===== config.mk =====
export PLATFORM = sky130hd
export DESIGN_NAME = tmz_timer
export DESIGN_NICKNAME = d
export VERILOG_FILES = /design/src/rtl/tmz_pkg.sv /design/src/rtl/tmz_timer.sv
export SDC_FILE = /design/constraint.sdc
export NUM_CORES = 1
export LEC_CHECK = 0
export BUFFER_PORTS_ARGS = -buffer_cell sky130_fd_sc_hd__buf_2
export CAP_MARGIN = 40
export CELL_PAD_IN_SITES_DETAIL_PLACEMENT = 0
export CELL_PAD_IN_SITES_GLOBAL_PLACEMENT = 1
export CORE_UTILIZATION = 46
export CTS_CLUSTER_DIAMETER = 150
export DETAILED_ROUTE_END_ITERATION = 6
export HOLD_SLACK_MARGIN = 0.15
export PLACE_DENSITY = 0.86
export REMOVE_ABC_BUFFERS = 1
export SLEW_MARGIN = 20
export SYNTH_ARGS = -nofsm -noshare
export SYNTH_HDL_FRONTEND = slang
export SYNTH_SLANG_ARGS = --single-unit
export TNS_END_PERCENT = 5

===== constraint.sdc =====
create_clock -name i_clk -period 3.84 [get_ports i_clk]
set_clock_uncertainty 0.05 [all_clocks]
set_input_delay 1.152 -clock i_clk [delete_from_list [all_inputs] [get_ports i_clk]]
set_output_delay 1.152 -clock i_clk [all_outputs]
set_load 0.01 [all_outputs]

===== src/rtl/tmz_pkg.sv =====
package tmz_pkg;
  // register offsets on the plain register port
  localparam logic [1:0] TMZ_OFF_COUNT_LOW = 2'h0;
  localparam logic [1:0] TMZ_OFF_COUNT_HIGH = 2'h1;
  localparam logic [1:0] TMZ_OFF_CTRL0 = 2'h2;
  localparam logic [1:0] TMZ_OFF_CTRL1 = 2'h3;
  // first control register fields
  localparam int TMZ_C0_ENABLE = 7;
  localparam int TMZ_C0_OUTBIT = 5;
  localparam int TMZ_C0_WIDTH = 4;
  // reset values
  localparam logic [7:0] TMZ_RST_LOW = 8'h00;
  localparam logic [7:0] TMZ_RST_HIGH = 8'hff;
  localparam logic [7:0] TMZ_RST_CTRL = 8'h00;

  typedef enum logic [2:0] {
    TMZ_SRC_PIN_TRUE,
    TMZ_SRC_PIN_INV,
    TMZ_SRC_INSTR,
    TMZ_SRC_HFOSC,
    TMZ_SRC_LFOSC,
    TMZ_SRC_MFOSC,
    TMZ_SRC_RSVD,
    TMZ_SRC_LCELL
  } tmz_src_t;

  typedef struct packed {
    logic enable;
    logic width_select;
    logic [3:0] postscale_select;
  } tmz_ctrl0_t;

  typedef struct packed {
    tmz_src_t clock_source_select;
    logic async_select;
    logic [3:0] prescale_select;
  } tmz_ctrl1_t;

  typedef struct packed {
    logic count_input_pin;
    logic high_freq_osc;
    logic low_freq_osc;
    logic medium_freq_osc;
    logic logic_cell_output;
  } tmz_clk_in_t;
endpackage : tmz_pkg


===== src/rtl/tmz_timer.sv =====
// Design decisions made here: the plain strobed port and the placing of the registers.
`timescale 1ns/1ns
module tmz_timer (
  // clock and reset
  input wire logic i_clk,
  input wire logic i_resetn,
  // register port
  input wire logic [1:0] i_addr,
  input wire logic [7:0] i_wdata,
  input wire logic i_wr,
  input wire logic i_rd,
  output logic [7:0] o_rdata,
  // clock sources and sleep
  input wire tmz_pkg::tmz_clk_in_t i_clk_in,
  input wire logic i_sleep,
  // outputs and flag clear
  output logic o_match_pulse,
  output logic o_timer_out,
  output logic o_timer_flag,
  input wire logic i_flag_clear
);
  import tmz_pkg::*;

  tmz_ctrl0_t ctrl0_reg;
  tmz_ctrl1_t ctrl1_reg;
  logic [7:0] low_reg;
  logic [7:0] high_buf_reg;
  logic [7:0] high_true_reg;
  logic [7:0] period_buf_reg;
  logic [14:0] pre_reg;
  logic [3:0] post_reg;
  logic src_sync1_reg;
  logic src_sync2_reg;
  logic src_prev_reg;
  logic raw_src;
  logic src_level;
  logic src_rise;
  logic pre_tick;
  logic count_en;
  logic event_hit;
  logic post_tick;
  logic wr_low;
  logic wr_high;
  logic wr_c0;
  logic wr_c1;
  logic scaler_clr;
  logic instr_tick;
  logic run;

  function automatic logic [14:0] tmz_pre_mask(input logic [3:0] sel);
    tmz_pre_mask = 15'((16'h0001 << sel) - 16'h0001);
  endfunction : tmz_pre_mask

  assign wr_low = i_wr && (i_addr == TMZ_OFF_COUNT_LOW);
  assign wr_high = i_wr && (i_addr == TMZ_OFF_COUNT_HIGH);
  assign wr_c0 = i_wr && (i_addr == TMZ_OFF_CTRL0);
  assign wr_c1 = i_wr && (i_addr == TMZ_OFF_CTRL1);
  assign scaler_clr = wr_low || wr_c0 || wr_c1;
  // sleep halts synchronous counting only
  assign run = ctrl0_reg.enable && (ctrl1_reg.async_select || !i_sleep);

  // source mux
  always_comb begin
    unique case (ctrl1_reg.clock_source_select)
      TMZ_SRC_PIN_TRUE: raw_src = i_clk_in.count_input_pin;
      TMZ_SRC_PIN_INV: raw_src = ~i_clk_in.count_input_pin;
      TMZ_SRC_INSTR: raw_src = 1'b0;
      TMZ_SRC_HFOSC: raw_src = i_clk_in.high_freq_osc;
      TMZ_SRC_LFOSC: raw_src = i_clk_in.low_freq_osc;
      TMZ_SRC_MFOSC: raw_src = i_clk_in.medium_freq_osc;
      TMZ_SRC_RSVD: raw_src = 1'b0;
      TMZ_SRC_LCELL: raw_src = i_clk_in.logic_cell_output;
    endcase
  end

  // with one clock, async bypasses the two-stage synchroniser, saving latency
  always_ff @(posedge i_clk) begin
    if (!i_resetn) begin
      src_sync1_reg <= 1'b0;
      src_sync2_reg <= 1'b0;
    end else begin
      src_sync1_reg <= raw_src;
      src_sync2_reg <= src_sync1_reg;
    end
  end

  assign src_level = ctrl1_reg.async_select ? raw_src : src_sync2_reg;

  always_ff @(posedge i_clk) begin
    if (!i_resetn) begin
      src_prev_reg <= 1'b0;
    end else begin
      src_prev_reg <= src_level;
    end
  end

  // i_clk is the instruction clock, so instruction source ticks every cycle
  assign instr_tick = (ctrl1_reg.clock_source_select == TMZ_SRC_INSTR);
  assign src_rise = instr_tick || (src_level && !src_prev_reg);

  // prescaler
  assign pre_tick = run && src_rise;
  assign count_en = pre_tick && ((pre_reg & tmz_pre_mask(ctrl1_reg.prescale_select))
                    == tmz_pre_mask(ctrl1_reg.prescale_select));

  always_ff @(posedge i_clk) begin
    if (!i_resetn || scaler_clr) begin
      pre_reg <= 15'h0000;
    end else if (pre_tick) begin
      pre_reg <= count_en ? 15'h0000 : pre_reg + 15'h0001;
    end
  end

  // match or rollover
  assign event_hit = count_en && (ctrl0_reg.width_select
                     ? ({high_true_reg, low_reg} == 16'hffff)
                     : (low_reg == period_buf_reg));

  // postscaler
  assign post_tick = event_hit && (post_reg == ctrl0_reg.postscale_select);

  always_ff @(posedge i_clk) begin
    if (!i_resetn || scaler_clr) begin
      post_reg <= 4'h0;
    end else if (event_hit) begin
      post_reg <= post_tick ? 4'h0 : post_reg + 4'h1;
    end
  end

  // control registers
  always_ff @(posedge i_clk) begin
    if (!i_resetn) begin
      ctrl0_reg <= tmz_ctrl0_t'(TMZ_RST_CTRL[5:0]);
      ctrl1_reg <= tmz_ctrl1_t'(TMZ_RST_CTRL);
    end else begin
      if (wr_c0) begin
        ctrl0_reg <= {i_wdata[TMZ_C0_ENABLE], i_wdata[TMZ_C0_WIDTH], i_wdata[3:0]};
      end
      if (wr_c1) begin
        ctrl1_reg <= tmz_ctrl1_t'(i_wdata);
      end
    end
  end

  // low count byte
  always_ff @(posedge i_clk) begin
    if (!i_resetn) begin
      low_reg <= TMZ_RST_LOW;
    end else if (wr_low) begin
      low_reg <= i_wdata;
    end else if (count_en) begin
      if (!ctrl0_reg.width_select && event_hit) begin
        low_reg <= 8'h00;
      end else begin
        low_reg <= low_reg + 8'h01;
      end
    end
  end

  // high buffer: plain period register in 8-bit mode
  always_ff @(posedge i_clk) begin
    if (!i_resetn) begin
      high_buf_reg <= TMZ_RST_HIGH;
    end else if (wr_high) begin
      high_buf_reg <= i_wdata;
    end else if (i_rd && i_addr == TMZ_OFF_COUNT_LOW && ctrl0_reg.width_select) begin
      high_buf_reg <= high_true_reg;
    end
  end

  // true high byte, never on the register port
  always_ff @(posedge i_clk) begin
    if (!i_resetn) begin
      high_true_reg <= 8'h00;
    end else if (wr_low && ctrl0_reg.width_select) begin
      high_true_reg <= high_buf_reg;
    end else if (count_en && ctrl0_reg.width_select && low_reg == 8'hff) begin
      high_true_reg <= high_true_reg + 8'h01;
    end
  end

  always_ff @(posedge i_clk) begin
    if (!i_resetn) begin
      period_buf_reg <= TMZ_RST_HIGH;
    end else if (!ctrl0_reg.width_select && event_hit) begin
      period_buf_reg <= high_buf_reg;
    end
  end

  // output pulse lasts until the next prescaled count enable
  always_ff @(posedge i_clk) begin
    if (!i_resetn || scaler_clr) begin
      o_match_pulse <= 1'b0;
    end else if (count_en) begin
      o_match_pulse <= post_tick;
    end
  end

  always_ff @(posedge i_clk) begin
    if (!i_resetn) begin
      o_timer_out <= 1'b0;
    end else if (post_tick) begin
      o_timer_out <= ~o_timer_out;
    end
  end

  // set wins over clear
  always_ff @(posedge i_clk) begin
    if (!i_resetn) begin
      o_timer_flag <= 1'b0;
    end else if (post_tick) begin
      o_timer_flag <= 1'b1;
    end else if (i_flag_clear) begin
      o_timer_flag <= 1'b0;
    end
  end

  always_ff @(posedge i_clk) begin
    if (!i_resetn) begin
      o_rdata <= 8'h00;
    end else if (i_rd) begin
      unique case (i_addr)
        TMZ_OFF_COUNT_LOW: o_rdata <= low_reg;
        TMZ_OFF_COUNT_HIGH: o_rdata <= high_buf_reg;
        TMZ_OFF_CTRL0: o_rdata <= {ctrl0_reg.enable, 1'b0, o_timer_out,
                                   ctrl0_reg.width_select, ctrl0_reg.postscale_select};
        TMZ_OFF_CTRL1: o_rdata <= ctrl1_reg;
      endcase
    end else begin
      o_rdata <= 8'h00;
    end
  end

  a_reset_values: assert property (@(posedge i_clk)
    !i_resetn |=> (low_reg == 8'h00 && high_buf_reg == 8'hff))
    else $error("reset values wrong");
  a_scaler_clear: assert property (@(posedge i_clk) disable iff (!i_resetn)
    scaler_clr |=> (pre_reg == 15'h0000 && post_reg == 4'h0))
    else $error("scalers not cleared");
  a_match_reload: assert property (@(posedge i_clk) disable iff (!i_resetn)
    (event_hit && !ctrl0_reg.width_select && !wr_low) |=> low_reg == 8'h00)
    else $error("low count not cleared on match");
  a_read_latch: assert property (@(posedge i_clk) disable iff (!i_resetn)
    (i_rd && i_addr == TMZ_OFF_COUNT_LOW && ctrl0_reg.width_select && !i_wr)
    |=> high_buf_reg == $past(high_true_reg))
    else $error("high buffer not latched");
  a_write_load: assert property (@(posedge i_clk) disable iff (!i_resetn)
    (wr_low && ctrl0_reg.width_select) |=> high_true_reg == $past(high_buf_reg))
    else $error("true high not loaded");
  a_instr_rate: assert property (@(posedge i_clk) disable iff (!i_resetn)
    (instr_tick && run && ctrl1_reg.prescale_select == 4'h0 && !i_wr)
    |-> count_en)
    else $error("no count at 1:1");
  a_toggle_out: assert property (@(posedge i_clk) disable iff (!i_resetn)
    post_tick |=> o_timer_out != $past(o_timer_out))
    else $error("output did not toggle");
  a_flag_set: assert property (@(posedge i_clk) disable iff (!i_resetn)
    post_tick |=> o_timer_flag)
    else $error("flag not set");
  a_post_count: assert property (@(posedge i_clk) disable iff (!i_resetn)
    post_reg <= ctrl0_reg.postscale_select || scaler_clr || $changed(ctrl0_reg))
    else $error("postscaler overran");
  a_prescale_gap: assert property (@(posedge i_clk) disable iff (!i_resetn)
    (count_en && instr_tick && ctrl1_reg.prescale_select == 4'h1 && run)
    |=> !count_en)
    else $error("prescaler 1:2 wrong");
  // register port and coherent access bookkeeping
  a_low_write: assert property (@(posedge i_clk) disable iff (!i_resetn)
    wr_low
    |=> low_reg == $past(i_wdata))
    else $error("low count write lost");
  a_high_write: assert property (@(posedge i_clk) disable iff (!i_resetn)
    wr_high
    |=> high_buf_reg == $past(i_wdata))
    else $error("high buffer write lost");
  a_high_read: assert property (@(posedge i_clk) disable iff (!i_resetn)
    (i_rd && i_addr == TMZ_OFF_COUNT_HIGH)
    |=> o_rdata == $past(high_buf_reg))
    else $error("high buffer read wrong");
  a_ctrl1_read: assert property (@(posedge i_clk) disable iff (!i_resetn)
    (i_rd && i_addr == TMZ_OFF_CTRL1)
    |=> o_rdata == $past(ctrl1_reg))
    else $error("second control read wrong");
  a_period_load: assert property (@(posedge i_clk) disable iff (!i_resetn)
    (event_hit && !ctrl0_reg.width_select)
    |=> period_buf_reg == $past(high_buf_reg))
    else $error("period buffer not reloaded");
  a_roll_carry: assert property (@(posedge i_clk) disable iff (!i_resetn)
    (count_en && ctrl0_reg.width_select && low_reg == 8'hff && !wr_low)
    |=> high_true_reg == $past(high_true_reg) + 8'h01)
    else $error("high byte did not carry");
  // match pulse, flag, output and sleep behaviour
  a_pulse_rise: assert property (@(posedge i_clk) disable iff (!i_resetn)
    (count_en && post_tick && !scaler_clr)
    |=> o_match_pulse)
    else $error("match pulse missing");
  a_pulse_drop: assert property (@(posedge i_clk) disable iff (!i_resetn)
    (count_en && !post_tick && !scaler_clr)
    |=> !o_match_pulse)
    else $error("match pulse too long");
  a_flag_clear: assert property (@(posedge i_clk) disable iff (!i_resetn)
    (o_timer_flag && i_flag_clear && !post_tick)
    |=> !o_timer_flag)
    else $error("flag not cleared");
  a_flag_hold: assert property (@(posedge i_clk) disable iff (!i_resetn)
    (o_timer_flag && !i_flag_clear)
    |=> o_timer_flag)
    else $error("flag dropped by itself");
  a_out_hold: assert property (@(posedge i_clk) disable iff (!i_resetn)
    !post_tick
    |=> o_timer_out == $past(o_timer_out))
    else $error("output toggled without event");
  a_sleep_halt: assert property (@(posedge i_clk) disable iff (!i_resetn)
    (i_sleep && !ctrl1_reg.async_select)
    |-> !count_en)
    else $error("synchronous count in sleep");

  c_match_8bit: cover property (@(posedge i_clk) event_hit && !ctrl0_reg.width_select);
  c_roll_16bit: cover property (@(posedge i_clk) event_hit && ctrl0_reg.width_select);
  c_flag_clear: cover property (@(posedge i_clk) o_timer_flag && i_flag_clear);
  c_async_sleep: cover property (@(posedge i_clk) count_en && i_sleep);
  c_prescaled: cover property (@(posedge i_clk) count_en && ctrl1_reg.prescale_select != 4'h0);
endmodule : tmz_timer


# Word-level counts from Yosys, hierarchy flattened
# Cells that the tools add are included.
[word_totals]
regBits = 79
output_inout_bits = 11
in_bits = 21
[classes]
muxes = 15
n_eq_ne = 15
n_addsub = 5
n_shift = 1
reduce_logical = 33
bitwise = 3
[ops]
columns = ["op", "count"]
rows = [
  ["2-to-1 mux 8 bit", 7],
  ["case mux 8 bit (4 select lines)", 1],
  ["adder 8 x 1 -> 8 bit, second input constant", 2],
  ["== test 16 bit, second input constant", 1],
  ["logical AND 1 bit", 16],
  ["adder 15 x 1 -> 15 bit, second input constant", 1],
  ["AND 15 bit", 1],
  ["== test 15 bit", 1],
  ["2-to-1 mux 15 bit", 1],
  ["left shift 1 x 4 -> 15 bit, first input constant", 1],
  ["subtractor 15 x 1 -> 15 bit, second input constant", 1],
  ["== test 3 bit, second input constant", 4],
  ["== test 8 bit", 1],
  ["== test 8 bit, second input constant", 1],
  ["nonzero test 2 bit", 4],
  ["case mux 1 bit (7 select lines)", 1],
  ["== test 3 x 2 -> 1 bit, second input constant", 2],
  ["logical OR 1 bit", 5],
  ["adder 4 x 1 -> 4 bit, second input constant", 1],
  ["== test 2 bit, second input constant", 2],
  ["== test 4 bit", 1],
  ["logical NOT 1 bit", 4],
  ["2-to-1 mux 1 bit", 4],
  ["2-to-1 mux 4 bit", 1],
  ["other kinds (7)", 8],
]

# Depth between registers and ports, before layout
# Gate-level depths: netlist (run 1).
[logic_depth]
depth_word = 13
ltp_mapped = 14
mapped_depth_nobuf = 10

# Worst setup path before layout (run 1)
# Ideal clock, no wire load.
[synth_timing]
path_kind = "input port to flip-flop"
from = "input port i_clk_in[4] (netlist name)"
to = "register post_reg[2]"
cell_stages = 7
t_arrival_ps = 2797
slack_ps = 878
required_ps = 3675
path_cell_list = "nor2b_1 > o211a_1 > a2111oi_4 > nor2_1 > nor4_4 > a21o_1 > o21ba_1"
[synth_between]
elab_chain_cells = 10
[synth_rtl]
columns = ["element", "line", "rtl"]
rows = [
  ["from (decl)", "tmz_timer.sv:14", "input wire tmz_pkg::tmz_clk_in_t i_clk_in,"],
  ["NOT 1 bit", "tmz_timer.sv:66", "TMZ_SRC_PIN_INV: raw_src = ~i_clk_in.count_input_pin;"],
  ["case mux 1 bit (7 select lines) *", "tmz_timer.sv:64", "unique case (ctrl1_reg.clock_source_select)"],
  ["2-to-1 mux 1 bit *", "tmz_timer.sv:87", "assign src_level = ctrl1_reg.async_select ? raw_src : src_sync2_reg;"],
  ["logical AND 1 bit *", "tmz_timer.sv:99", "assign src_rise = instr_tick || (src_level && !src_prev_reg);"],
  ["logical OR 1 bit *", "tmz_timer.sv:99", ""],
  ["logical AND 1 bit *", "tmz_timer.sv:102", "assign pre_tick = run && src_rise;"],
  ["logical AND 1 bit *", "tmz_timer.sv:103", "assign count_en = pre_tick && ((pre_reg & tmz_pre_mask(ctrl1_reg.prescale_select))"],
  ["logical AND 1 bit *", "tmz_timer.sv:115", "assign event_hit = count_en && (ctrl0_reg.width_select"],
  ["logical AND 1 bit", "tmz_timer.sv:120", "assign post_tick = event_hit && (post_reg == ctrl0_reg.postscale_select);"],
  ["2-to-1 mux 4 bit", "tmz_timer.sv:126", "post_reg <= post_tick ? 4'h0 : post_reg + 4'h1;"],
  ["to (signal assigned)", "tmz_timer.sv:126", ""],
  ["to (decl)", "tmz_timer.sv:31", "logic [3:0] post_reg;"],
]
# Every way passes the cells marked *; elsewhere a longest branch is shown, timed or not.
# A chain may end at the register's enable or synchronous reset.

# Worst setup path after layout (run 1)
[layout_timing]
from = "register ctrl1_reg[0] (netlist name)"
to = "register high_true_reg[7]"
[layout_between]
elab_chain_cells = 8
[layout_rtl]
columns = ["element", "line", "rtl"]
rows = [
  ["from (decl)", "tmz_timer.sv:25", "tmz_ctrl1_t ctrl1_reg;"],
  ["from (signal assigned)", "tmz_timer.sv:134", "ctrl1_reg <= tmz_ctrl1_t'(TMZ_RST_CTRL);"],
  ["from (signal assigned)", "tmz_timer.sv:140", "ctrl1_reg <= tmz_ctrl1_t'(i_wdata);"],
  ["left shift 1 x 4 -> 15 bit *", "tmz_timer.sv:51", "tmz_pre_mask = 15'((16'h0001 << sel) - 16'h0001);"],
  ["subtractor 15 x 1 -> 15 bit *", "tmz_timer.sv:51", ""],
  ["AND 15 bit", "tmz_timer.sv:103", ""],
  ["== test 15 bit *", "tmz_timer.sv:104", "== tmz_pre_mask(ctrl1_reg.prescale_select));"],
  ["logical AND 1 bit *", "tmz_timer.sv:103", ""],
  ["logical AND 1 bit * (2 in series)", "tmz_timer.sv:177", "end else if (count_en && ctrl0_reg.width_select && low_reg == 8'hff) begin"],
  ["nonzero test 2 bit (no line) *", "--", ""],
  ["to (signal assigned)", "tmz_timer.sv:176", "high_true_reg <= high_buf_reg;"],
  ["to (signal assigned)", "tmz_timer.sv:178", "high_true_reg <= high_true_reg + 8'h01;"],
  ["to (decl)", "tmz_timer.sv:28", "logic [7:0] high_true_reg;"],
]
# Marked as above.

==> key figures, run 1 <==
Timing
  • Slew at the pin closest to its max-slew limit: 0.655 ns
  • Final Hold Viols: 0
  • Tmin final: 3.34 ns
  • Final setup viols: 0
  • F_max: 0.299 GHz
  • Max-slew headroom at the worst pin: 55.9%
  • RSZ-0062 raised after global routing: no
  • Max-slew violation count: 0
  • Period Utilization, post-route: 87.0%
  • Final setup TNS: 0 ns

Floorplanning
  • CORE AREA: 0.00924 mm2
  • Die Ht: 99.8 um
  • Initial Util: 47.7%
  • Die span in x: 99.8 um
  • Rows: 35
  • Die Area: 0.00997 mm2
  • # IOs: 32

Logic synthesis
  • Sequential fraction of the synthesis area: 35.9%
  • Mean Syn Cell Area: 8.67 um2
  • Most numerous cell in the Yosys netlist: dfxtp_1
  • Register bit total from synthesis: 79
  • Commonest cells post-synth: dfxtp_1 (79), nand3_1 (46), nand2_1 (43), nor2_1 (42), o21ai_0 (34)
  • Cells after Synth: 508
  • Async set-or-reset flop fraction in the synthesized netlist: 0%
  • Post-synthesis cell type count: 69
  • Post-Syn Area: 0.00440 mm2
  • EDFF count, synth: 0
  • Yosys top cell area share: 35.9%
  • Area leader, netlist: dfxtp_1
  • Synth warn: 0
  • Ys flop type: dfxtp_1
  • Ranking of synthesized cells by area: dfxtp_1 (36%), nand3_1 (5.2%), mux2i_1 (5.0%)

Detailed routing
  • Via Count: 3852
  • # DRC: 0
  • DRT antenna net count: 0
  • Drt first pass iters: 4
  • Vias per cell: 5.82
  • Initial detailed-routing violation count: 248
  • Routed len/inst: 17.2 um
  • WL final: 11400 um

Finish
  • N_diodes: 0
  • Net count, final: 554
  • Ratio of cells with drive above 1 in the final layout: 14.8%
  • Area grow syn2layout: 9.29%
  • Max reg flops: 15
  • Final instance area: 0.00481 mm2

Setup path
  • CP endpoint kind: register
  • Reg2reg end: high_true_reg[7]
  • Worst EP required: 4.10 ns
  • Worst Reg-to-Reg Cells: 10
  • Flop2flop setup slack: 0.50 ns
  • Worst-path maximum fanout: 15
  • R2r startpoint: ctrl1_reg[0]
  • Worst EP arrival: 3.60 ns
  • Type of the worst setup path: register to register
  • CP startpoint kind: register

GRT
  • Initial antenna violation count: 0
  • Global-route wire length before repair: 18800 um
  • GRT busiest layer: met2
  • Routing usage on met3: 6.06%
  • Vias in the first global route: 3612
  • Tot GR Track Use: 24.4%
  • Met1 GRT Util: 33.1%
  • Grt ovf: 0
  • Pin count of the biggest net entering global routing: 34
  • Met2 Track Usage GR: 37.2%

Hold path
  • HP Class: register to register
  • HP Start: src_sync1_reg
  • WHS Path Cells: 1
  • Hold endpoint: src_sync2_reg

Placed design
  • Final GP Congestion: 0.865
  • Port buffer count: 31
  • Detailed Place HPWL: 8170 um
  • Placed Area: 0.00463 mm2

Run status
  • Outcome: finished clean

Clock network
  • TritonCTS clock tree: built
  • Root Driver: clkbuf_8
  • Worst-skew pair later-pin latency: 0.37 ns
  • CTS Buf Count: 9
  • Post-CTS Setup Bufs: 0
  • Clk buf depth: 2
  • Clock transition at path regs: 0.10 ns
  • Post-CTS Resized: 0
  • CTS sink count: 79
  • Htree depth: 3
  • Hold_buf cts: 0

Pwr
  • Pwr Density: 348 mW/mm2
  • VDD IR-drop max: 0.000165 V
  • Leakage power: 1.99 nW

Job
  • Max-cap check violation count: 0
## critical path: stages, from the launching register on
cell	delay, ns
dfxtp_1	0.63
nor2_1	0.07
nand2_1	0.09
ha_1	0.50
clkinv_4	0.13
mux2i_2	0.20
a2111oi_4	0.41
and3_4	0.28
and4_1	0.44
nor2b_1	0.31
a211o_1	0.18
## cell usage in the layout (no fill, tap or decap), types with 15 or more instances in the layout
cell type,Yosys,layout
nor2_1,42,42
nand3_1,46,46
a21oi_1,15,15
nand2_1,43,43
buf_2,5,31
mux2i_1,22,22
dfxtp_1,79,79
and3_1,19,19
o21ai_0,34,34
xor2_1,17,17
nor2b_1,18,18
## metrics by stage
stage	utilization, %	hold WS [ns]	setup slack [ns]	instances	power, mW
2_1_floorplan	-	0.362	0.597	479	1.02
3_3_place_gp	50.1	0.370	0.606	646	1.09
3_5_place_dp	50.1	0.379	0.573	646	1.09
4_1_cts	52.1	0.406	0.548	662	1.68
5_1_grt	52.1	0.420	0.169	662	1.74
6_report	52.1	0.401	0.501	662	1.67
## cells by family (layout without fill, tap and decap cells)
family,Yosys count,after routing,synth area share [%]
mux,31,31,9.15
flops,79,79,35.9
buf+inv,44,69,4.69
compound gates,96,96,15.3
fa+ha+maj,5,5,1.42
simple gates,223,223,27.6
xor+xnor,30,30,5.97
## metal layers
metal	routed length, um	part of all wire (%)
met3	820	7.2
met1	5250	46
met5	0	0
met2	4960	44
met4	324	2.9
## cell type report
| class | instances | area [um2] |
|---|---|---|
| flip-flops and latches | 79 | 1580 |
| multi-input cells | 385 | 2620 |
| inverters | 15 | 61.3 |
| clock buffers | 9 | 124 |
| fillers | 873 | 4430 |
| repair buffers | 38 | 208 |
| clock inverters | 7 | 61.3 |
| well taps | 129 | 161 |
## power breakdown
part | switching (mW) | leakage, nW | total (mW) | internal [mW]
Clock | 0.350 | 0.0956 | 0.599 | 0.249
Combinational | 0.121 | 1.25 | 0.211 | 0.0896
Sequential | 0.0259 | 0.641 | 0.865 | 0.839
Total | 0.498 | 1.99 | 1.67 | 1.18
## worst max path at each step
| stage | endpoint | slack [ns] | from | depth (start not counted) |
|---|---|---|---|---|
| 2_1_floorplan | low_reg[7] | 0.60 | i_clk_in[4] | 7 |
| 3_3_place_gp | low_reg[0] | 0.61 | i_clk_in[4] | 8 |
| 3_5_place_dp | post_reg[2] | 0.57 | i_clk_in[4] | 8 |
| 4_1_cts | high_true_reg[7] | 0.55 | ctrl1_reg[0] | 10 |
| 5_1_grt | pre_reg[7] | 0.17 | ctrl1_reg[0] | 10 |
| 6_report | high_true_reg[7] | 0.50 | ctrl1_reg[0] | 10 |
Power figures use the tool's default switching activity.
==> run 2, diff against run 1 <==
--- a/config.mk
+++ b/config.mk
@@ -5,11 +5,12 @@
 export SDC_FILE = /design/constraint.sdc
 export NUM_CORES = 1
 export LEC_CHECK = 0
+export ABC_AREA = 1
 export BUFFER_PORTS_ARGS = -buffer_cell sky130_fd_sc_hd__buf_2
 export CAP_MARGIN = 40
 export CELL_PAD_IN_SITES_DETAIL_PLACEMENT = 0
 export CELL_PAD_IN_SITES_GLOBAL_PLACEMENT = 1
-export CORE_UTILIZATION = 46
+export CORE_UTILIZATION = 43
 export CTS_CLUSTER_DIAMETER = 150
 export DETAILED_ROUTE_END_ITERATION = 6
 export HOLD_SLACK_MARGIN = 0.15
==> run 2 against run 1 <==
Compared with the run above:
- flip-flop and latch count unchanged
- area after synthesis rose by 2.6%
- maximum frequency is 6.7% higher
- clock power rose by 13%
- setup slack improved by 0.21 ns
- combinational power down 5%
==> key figures, run 2 <==
Floorplanning
  • Die Ht: 105 um
  • # IOs: 32
  • Die span in x: 105 um
  • Initial Util: 44.0%
  • CORE AREA: 0.0103 mm2
  • Die Area: 0.0109 mm2
  • Rows: 37

Timing
  • Final setup TNS: 0 ns
  • Max-slew violation count: 0
  • Worst hold-check slack: 0.380 ns
  • Period Utilization, post-route: 81.5%
  • Final setup viols: 0
  • Final Hold Viols: 0
  • Max-slew headroom at the worst pin: 51.3%
  • RSZ-0062 raised after global routing: no
  • Tmin final: 3.13 ns
  • F_max: 0.319 GHz
  • Slew at the pin closest to its max-slew limit: 0.728 ns

Detailed routing
  • Initial detailed-routing violation count: 377
  • # DRC: 0
  • Via Count: 4679
  • Met3 wire len: 788 um
  • DRT met1 WL: 5560 um
  • Routed len/inst: 15.2 um
  • WL final: 13100 um
  • DRT antenna net count: 0
  • Met2 wire length: 6470 um
  • Drt first pass iters: 6
  • DR top layer: met5
  • Vias per cell: 5.43

Clock network
  • Post-CTS Resized: 0
  • Worst-skew pair later-pin latency: 0.37 ns
  • Root Driver: clkbuf_8
  • CTS Buf Count: 9
  • TritonCTS clock tree: built
  • Hold_buf cts: 0
  • Post-CTS Setup Bufs: 0
  • Clk buf depth: 2
  • CTS sink count: 79
  • Htree depth: 3
  • Clock transition at path regs: 0.08 ns

Placed design
  • Port buffer count: 31
  • Placed Cells: 845
  • Detailed Place HPWL: 9740 um
  • Final GP Congestion: 0.906

Logic synthesis
  • Post-Syn Area: 0.00452 mm2
  • Register bit total from synthesis: 79
  • Sequential fraction of the synthesis area: 35.0%
  • Mean Syn Cell Area: 6.52 um2
  • Ranking of synthesized cells by area: dfxtp_1 (35%), nand2_1 (15%), nand3_1 (7.5%)
  • Area leader, netlist: dfxtp_1
  • Ys flop type: dfxtp_1
  • Most numerous cell in the Yosys netlist: nand2_1
  • Yosys top cell area share: 35.0%
  • EDFF count, synth: 0
  • Async set-or-reset flop fraction in the synthesized netlist: 0%
  • Post-synthesis cell type count: 37
  • Synth warn: 0
  • Cells after Synth: 693
  • Commonest cells post-synth: nand2_1 (180), inv_1 (81), dfxtp_1 (79), nand3_1 (68), nor2_1 (68)

Pwr
  • Flop pwr share: 49.6%
  • Clock power share: 38.8%
  • Pwr Density: 349 mW/mm2
  • Int Pwr: 1.27 mW
  • Combinational share of power: 11.5%
  • VDD IR-drop max: 0.000171 V
  • Leakage power: 2.16 nW
  • Net Sw Power: 472 uW
  • Sw Ratio: 27.1%

Setup path
  • Worst EP arrival: 3.37 ns
  • Max incr delay on CP: 0.41 ns
  • CP startpoint kind: register
  • Worst EP required: 4.08 ns
  • CP endpoint kind: register
  • Type of the worst setup path: register to register
  • Family with the most delay on the worst path: simple AND/OR/NAND/NOR gates
  • Worst Path Buf+Inv: 0
  • Critical Path Most Common Cell: nand2_1
  • Worst-path maximum fanout: 15
  • Crit-path cells: nor2_1 -> nand2_1 -> ha_1 -> nand2_1 -> nand2_1 -> nand3_1 -> nand2_1 -> nor2_1 -> nand3_2 -> nor2_4 -> nand2_2 -> nand2_1 -> nand2_1 -> a21oi_1
  • Critical-path top delay cell: dfxtp_1
  • Flop2flop setup slack: 0.71 ns

Finish
  • Max reg flops: 15
  • Fill count: 1075
  • Area grow syn2layout: 10.7%
  • Most common cell after layout, fill and taps aside: nand2_1
  • Ratio of cells with drive above 1 in the final layout: 9.66%
  • N_diodes: 0
  • Post-Layout Cell Count: 861
  • Most frequent cells in the layout: nand2_1 (180), inv_1 (81), dfxtp_1 (79), nand3_1 (68), nor2_1 (68)
  • Net count, final: 746

Hold path
  • HP Class: register to register

GRT
  • Pin count of the biggest net entering global routing: 32
  • Vias in the first global route: 4420
  • Initial antenna violation count: 1
  • Tot GR Track Use: 25.0%
  • Grt ovf: 0
  • Global-route wire length before repair: 21600 um

Run status
  • Outcome: finished clean

Job
  • Max-cap check violation count: 0
## run 2: changes by cell type in the layout (fill, tap and decap cells not counted), moves of 19 or more
cell,previous run,this run
and3_1,19,0
nand3_1,46,68
mux2i_1,22,3
inv_1,13,81
a21oi_1,15,51
nor2_1,42,68
nand2_1,43,180
## run 2: cell families (layout without fill, tap and decap cells)
group | Yosys count | count (layout) | share of synthesized area, %
fa+ha+maj | 5 | 5 | 1.38
simple gates | 362 | 362 | 34.9
compound gates | 116 | 116 | 14.4
mux | 3 | 3 | 0.664
xor+xnor | 21 | 21 | 4.07
buf+inv | 107 | 139 | 9.55
flops | 79 | 79 | 35.0
## run 2: worst paths after layout
check,from,end,cells past startpoint
worst max-delay path,ctrl1_reg[0],high_true_reg[6],14
worst min-delay path,src_sync1_reg,src_sync2_reg,2
worst max register to register,ctrl1_reg[0],high_true_reg[6],14
worst min register to register,src_sync1_reg,src_sync2_reg,2
## run 2: routing by layer
layer | GRT usage (%) | up-vias
li1 | - | 2322
met2 | 43.2 | 156
met3 | 4.64 | 25
met5 | 0 | -
met4 | 8.98 | 2
met1 | 30.7 | 2174
## run 2: cell type report
type	instances	area, um2	area share [%]
multi-input combinational	507	2510	50.1
sequential	79	1580	31.6
inverter	84	315	6.30
timing repair buffer	39	215	4.30
tap	136	170	3.40
clock buffer	10	128	2.55
clock inverter	6	85.1	1.70
## run 2: through the flow
step	setup slack [ns]	power (mW)	util (%)	cell area, um2
global placement	0.705	1.08	46.6	4790
finish	0.710	1.74	48.7	5000
CTS	0.750	1.75	48.7	5000
global route	0.363	1.83	48.7	5000
floorplan	0.385	1.01	-	4400
detailed placement	0.652	1.08	46.6	4790
## run 2: tightest hold or removal path, stage by stage (launching register included)
cell and delay [ns]:
dfxtp_1 0.31, nand2_1 0.05, inv_1 0.04
## run 2: power by group through the flow
stage | Clock, mW | Sequential (mW) | Combinational (mW)
2_1_floorplan | 0 | 0.877 | 0.129
3_3_place_gp | 0 | 0.884 | 0.196
3_5_place_dp | 0 | 0.884 | 0.198
4_1_cts | 0.689 | 0.865 | 0.199
5_1_grt | 0.733 | 0.869 | 0.228
6_report | 0.677 | 0.865 | 0.201
==> run 3, diff against run 2 <==
--- a/config.mk
+++ b/config.mk
@@ -5,12 +5,12 @@
 export SDC_FILE = /design/constraint.sdc
 export NUM_CORES = 1
 export LEC_CHECK = 0
-export ABC_AREA = 1
+export ABC_AREA = 0
 export BUFFER_PORTS_ARGS = -buffer_cell sky130_fd_sc_hd__buf_2
 export CAP_MARGIN = 40
 export CELL_PAD_IN_SITES_DETAIL_PLACEMENT = 0
 export CELL_PAD_IN_SITES_GLOBAL_PLACEMENT = 1
-export CORE_UTILIZATION = 43
+export CORE_UTILIZATION = 46
 export CTS_CLUSTER_DIAMETER = 150
 export DETAILED_ROUTE_END_ITERATION = 6
 export HOLD_SLACK_MARGIN = 0.15
==> constraint.sdc (replaced) <==
create_clock -name i_clk -period 2.95 [get_ports i_clk]
set_clock_uncertainty 0.05 [all_clocks]
set_input_delay 0.885 -clock i_clk [delete_from_list [all_inputs] [get_ports i_clk]]
set_output_delay 0.885 -clock i_clk [all_outputs]
set_load 0.01 [all_outputs]
==> run 3 against run 2 <==
Compared with the run above:
- global-route usage is 0.48 points lower
- design area about the same
- clock power up 49%
- combinational power rose by 43%
- via count fell by 17%
- largest cell class unchanged
- largest power group unchanged
- highest routed layer is now met4
==> key figures, run 3 (synthesis gave the netlist of run 1 again) <==
Run status
  • Outcome: finished clean

Clock network
  • Htree depth: 3
  • Clk buf depth: 2
  • CTS sink count: 79
  • Root Driver: clkbuf_8
  • Worst-skew pair later-pin latency: 0.36 ns
  • TritonCTS clock tree: built
  • CTS Buf Count: 9
  • Clock transition at path regs: 0.09 ns

Detailed routing
  • Initial detailed-routing violation count: 403
  • DR top layer: met4
  • Vias per cell: 5.79
  • DRT antenna net count: 0
  • WL final: 11500 um
  • DRT met1 WL: 5250 um
  • Drt first pass iters: 5
  • Routed len/inst: 17.0 um
  • Via Count: 3906
  • Met3 wire len: 823 um
  • Met2 wire length: 5150 um
  • # DRC: 0

Timing
  • Final setup viols: 0
  • Slew at the pin closest to its max-slew limit: 0.614 ns
  • F_max: 0.359 GHz
  • RSZ-0062 raised after global routing: no
  • Max-slew headroom at the worst pin: 58.7%
  • Final worst setup slack: 0.165 ns
  • Final Hold Viols: 0
  • Period Utilization, post-route: 94.4%
  • Max-slew violation count: 0
  • Final setup TNS: 0 ns
  • Tmin final: 2.79 ns

Setup path
  • Worst-path maximum fanout: 11
  • Worst EP required: 3.19 ns
  • Type of the worst setup path: register to register
  • Worst Reg-to-Reg Cells: 10
  • CP startpoint kind: register
  • CP endpoint kind: register
  • Worst EP arrival: 3.03 ns
  • Flop2flop setup slack: 0.16 ns

GRT
  • Grt ovf: 0
  • Pin count of the biggest net entering global routing: 19
  • Tot GR Track Use: 24.5%
  • Global-route wire length before repair: 18700 um
  • Initial antenna violation count: 0
  • Vias in the first global route: 3599

Finish
  • Net count, final: 567
  • Post-Layout Cell Count: 675
  • Fin util: 54.2%
  • Ratio of cells with drive above 1 in the final layout: 17.0%
  • N_diodes: 0
  • Fill count: 867
  • Area grow syn2layout: 13.7%
  • Most common cell after layout, fill and taps aside: dfxtp_1
  • Max reg flops: 15
  • Most frequent cells in the layout: dfxtp_1 (79), nand3_1 (46), nand2_1 (43), nor2_1 (42), o21ai_0 (34)

Floorplanning
  • Die Area: 0.00997 mm2
  • Rows: 35
  • # IOs: 32
  • Die span in x: 99.8 um
  • CORE AREA: 0.00924 mm2
  • Die Ht: 99.8 um
  • Initial Util: 47.7%

Pwr
  • VDD IR-drop max: 0.000237 V
  • Int Pwr: 1.81 mW
  • Net Sw Power: 613 uW
  • Flop pwr share: 46.6%
  • Leakage power: 2.08 nW
  • Sw Ratio: 25.3%
  • Clock power share: 41.6%
  • Pwr Density: 484 mW/mm2
  • Combinational share of power: 11.9%
  • Overall power: 2.42 mW

Placed design
  • Placed Cells: 659
  • Post-place setup slack: 0.0523 ns
  • Port buffer count: 31
  • Final GP Congestion: 0.884
  • Detailed Place HPWL: 8260 um

Hold path
  • HP Class: register to register
  • WHS Path Cells: 1

Job
  • Max-cap check violation count: 0
## run 3: metal layers
| layer | global-route usage [%] | up-vias |
|---|---|---|
| li1 | - | 1887 |
| met4 | 9.73 | 0 |
| met5 | 0 | - |
| met3 | 4.81 | 22 |
| met2 | 36.4 | 150 |
| met1 | 34.9 | 1847 |
## run 3: power by group through the flow
stage / Combinational, mW / Sequential [mW] / Clock (mW)
after floorplan: 0.181 / 1.14 / 0
after detailed placement: 0.278 / 1.15 / 0
after global routing: 0.315 / 1.13 / 1.07
after CTS: 0.280 / 1.13 / 1.02
final: 0.288 / 1.13 / 1.01
after global placement: 0.273 / 1.15 / 0
## run 3: cell type report
cell class | instances | area (um2) | area share, %
clock inverter | 5 | 104 | 2.07
clock buffer | 11 | 141 | 2.82
tap | 129 | 161 | 3.22
inverter | 15 | 61.3 | 1.22
timing repair buffer | 51 | 318 | 6.35
multi-input combinational | 385 | 2640 | 52.7
sequential | 79 | 1580 | 31.6
## run 3: final timing paths
kind,start,end
hold / removal,src_sync1_reg,src_sync2_reg
hold reg to reg,src_sync1_reg,src_sync2_reg
setup / recovery,ctrl1_reg[1],high_true_reg[5]
setup reg to reg,ctrl1_reg[1],high_true_reg[5]
## run 3: critical path, cell delays in order (launching register included)
cell and delay, ns:
dfxtp_1 0.35, nor2_4 0.16, nand3b_1 0.15, ha_4 0.24, xor2_1 0.18, nor4b_2 0.09, a2111oi_4 0.44, and3_4 0.30
nand4_1 0.23, mux2_2 0.35, a211oi_2 0.18
## run 3: stage by stage
| step | hold WS [ns] | instance area (um2) |
|---|---|---|
| 2_1_floorplan | 0.362 | 4260 |
| 3_3_place_gp | 0.372 | 4740 |
| 6_report | 0.393 | 5010 |
| 4_1_cts | 0.400 | 4980 |
| 3_5_place_dp | 0.377 | 4740 |
| 5_1_grt | 0.428 | 5010 |
## run 3: what timing repair did
| item | 4_1_cts | 5_1_grt |
|---|---|---|
| hold endpoints to repair | 0 | 0 |
| buffers inserted | 0 | 0 |
| setup endpoints to repair | 0 | 39 |
| hold buffers | 0 | 0 |
| resized for setup | 0 | 4 |
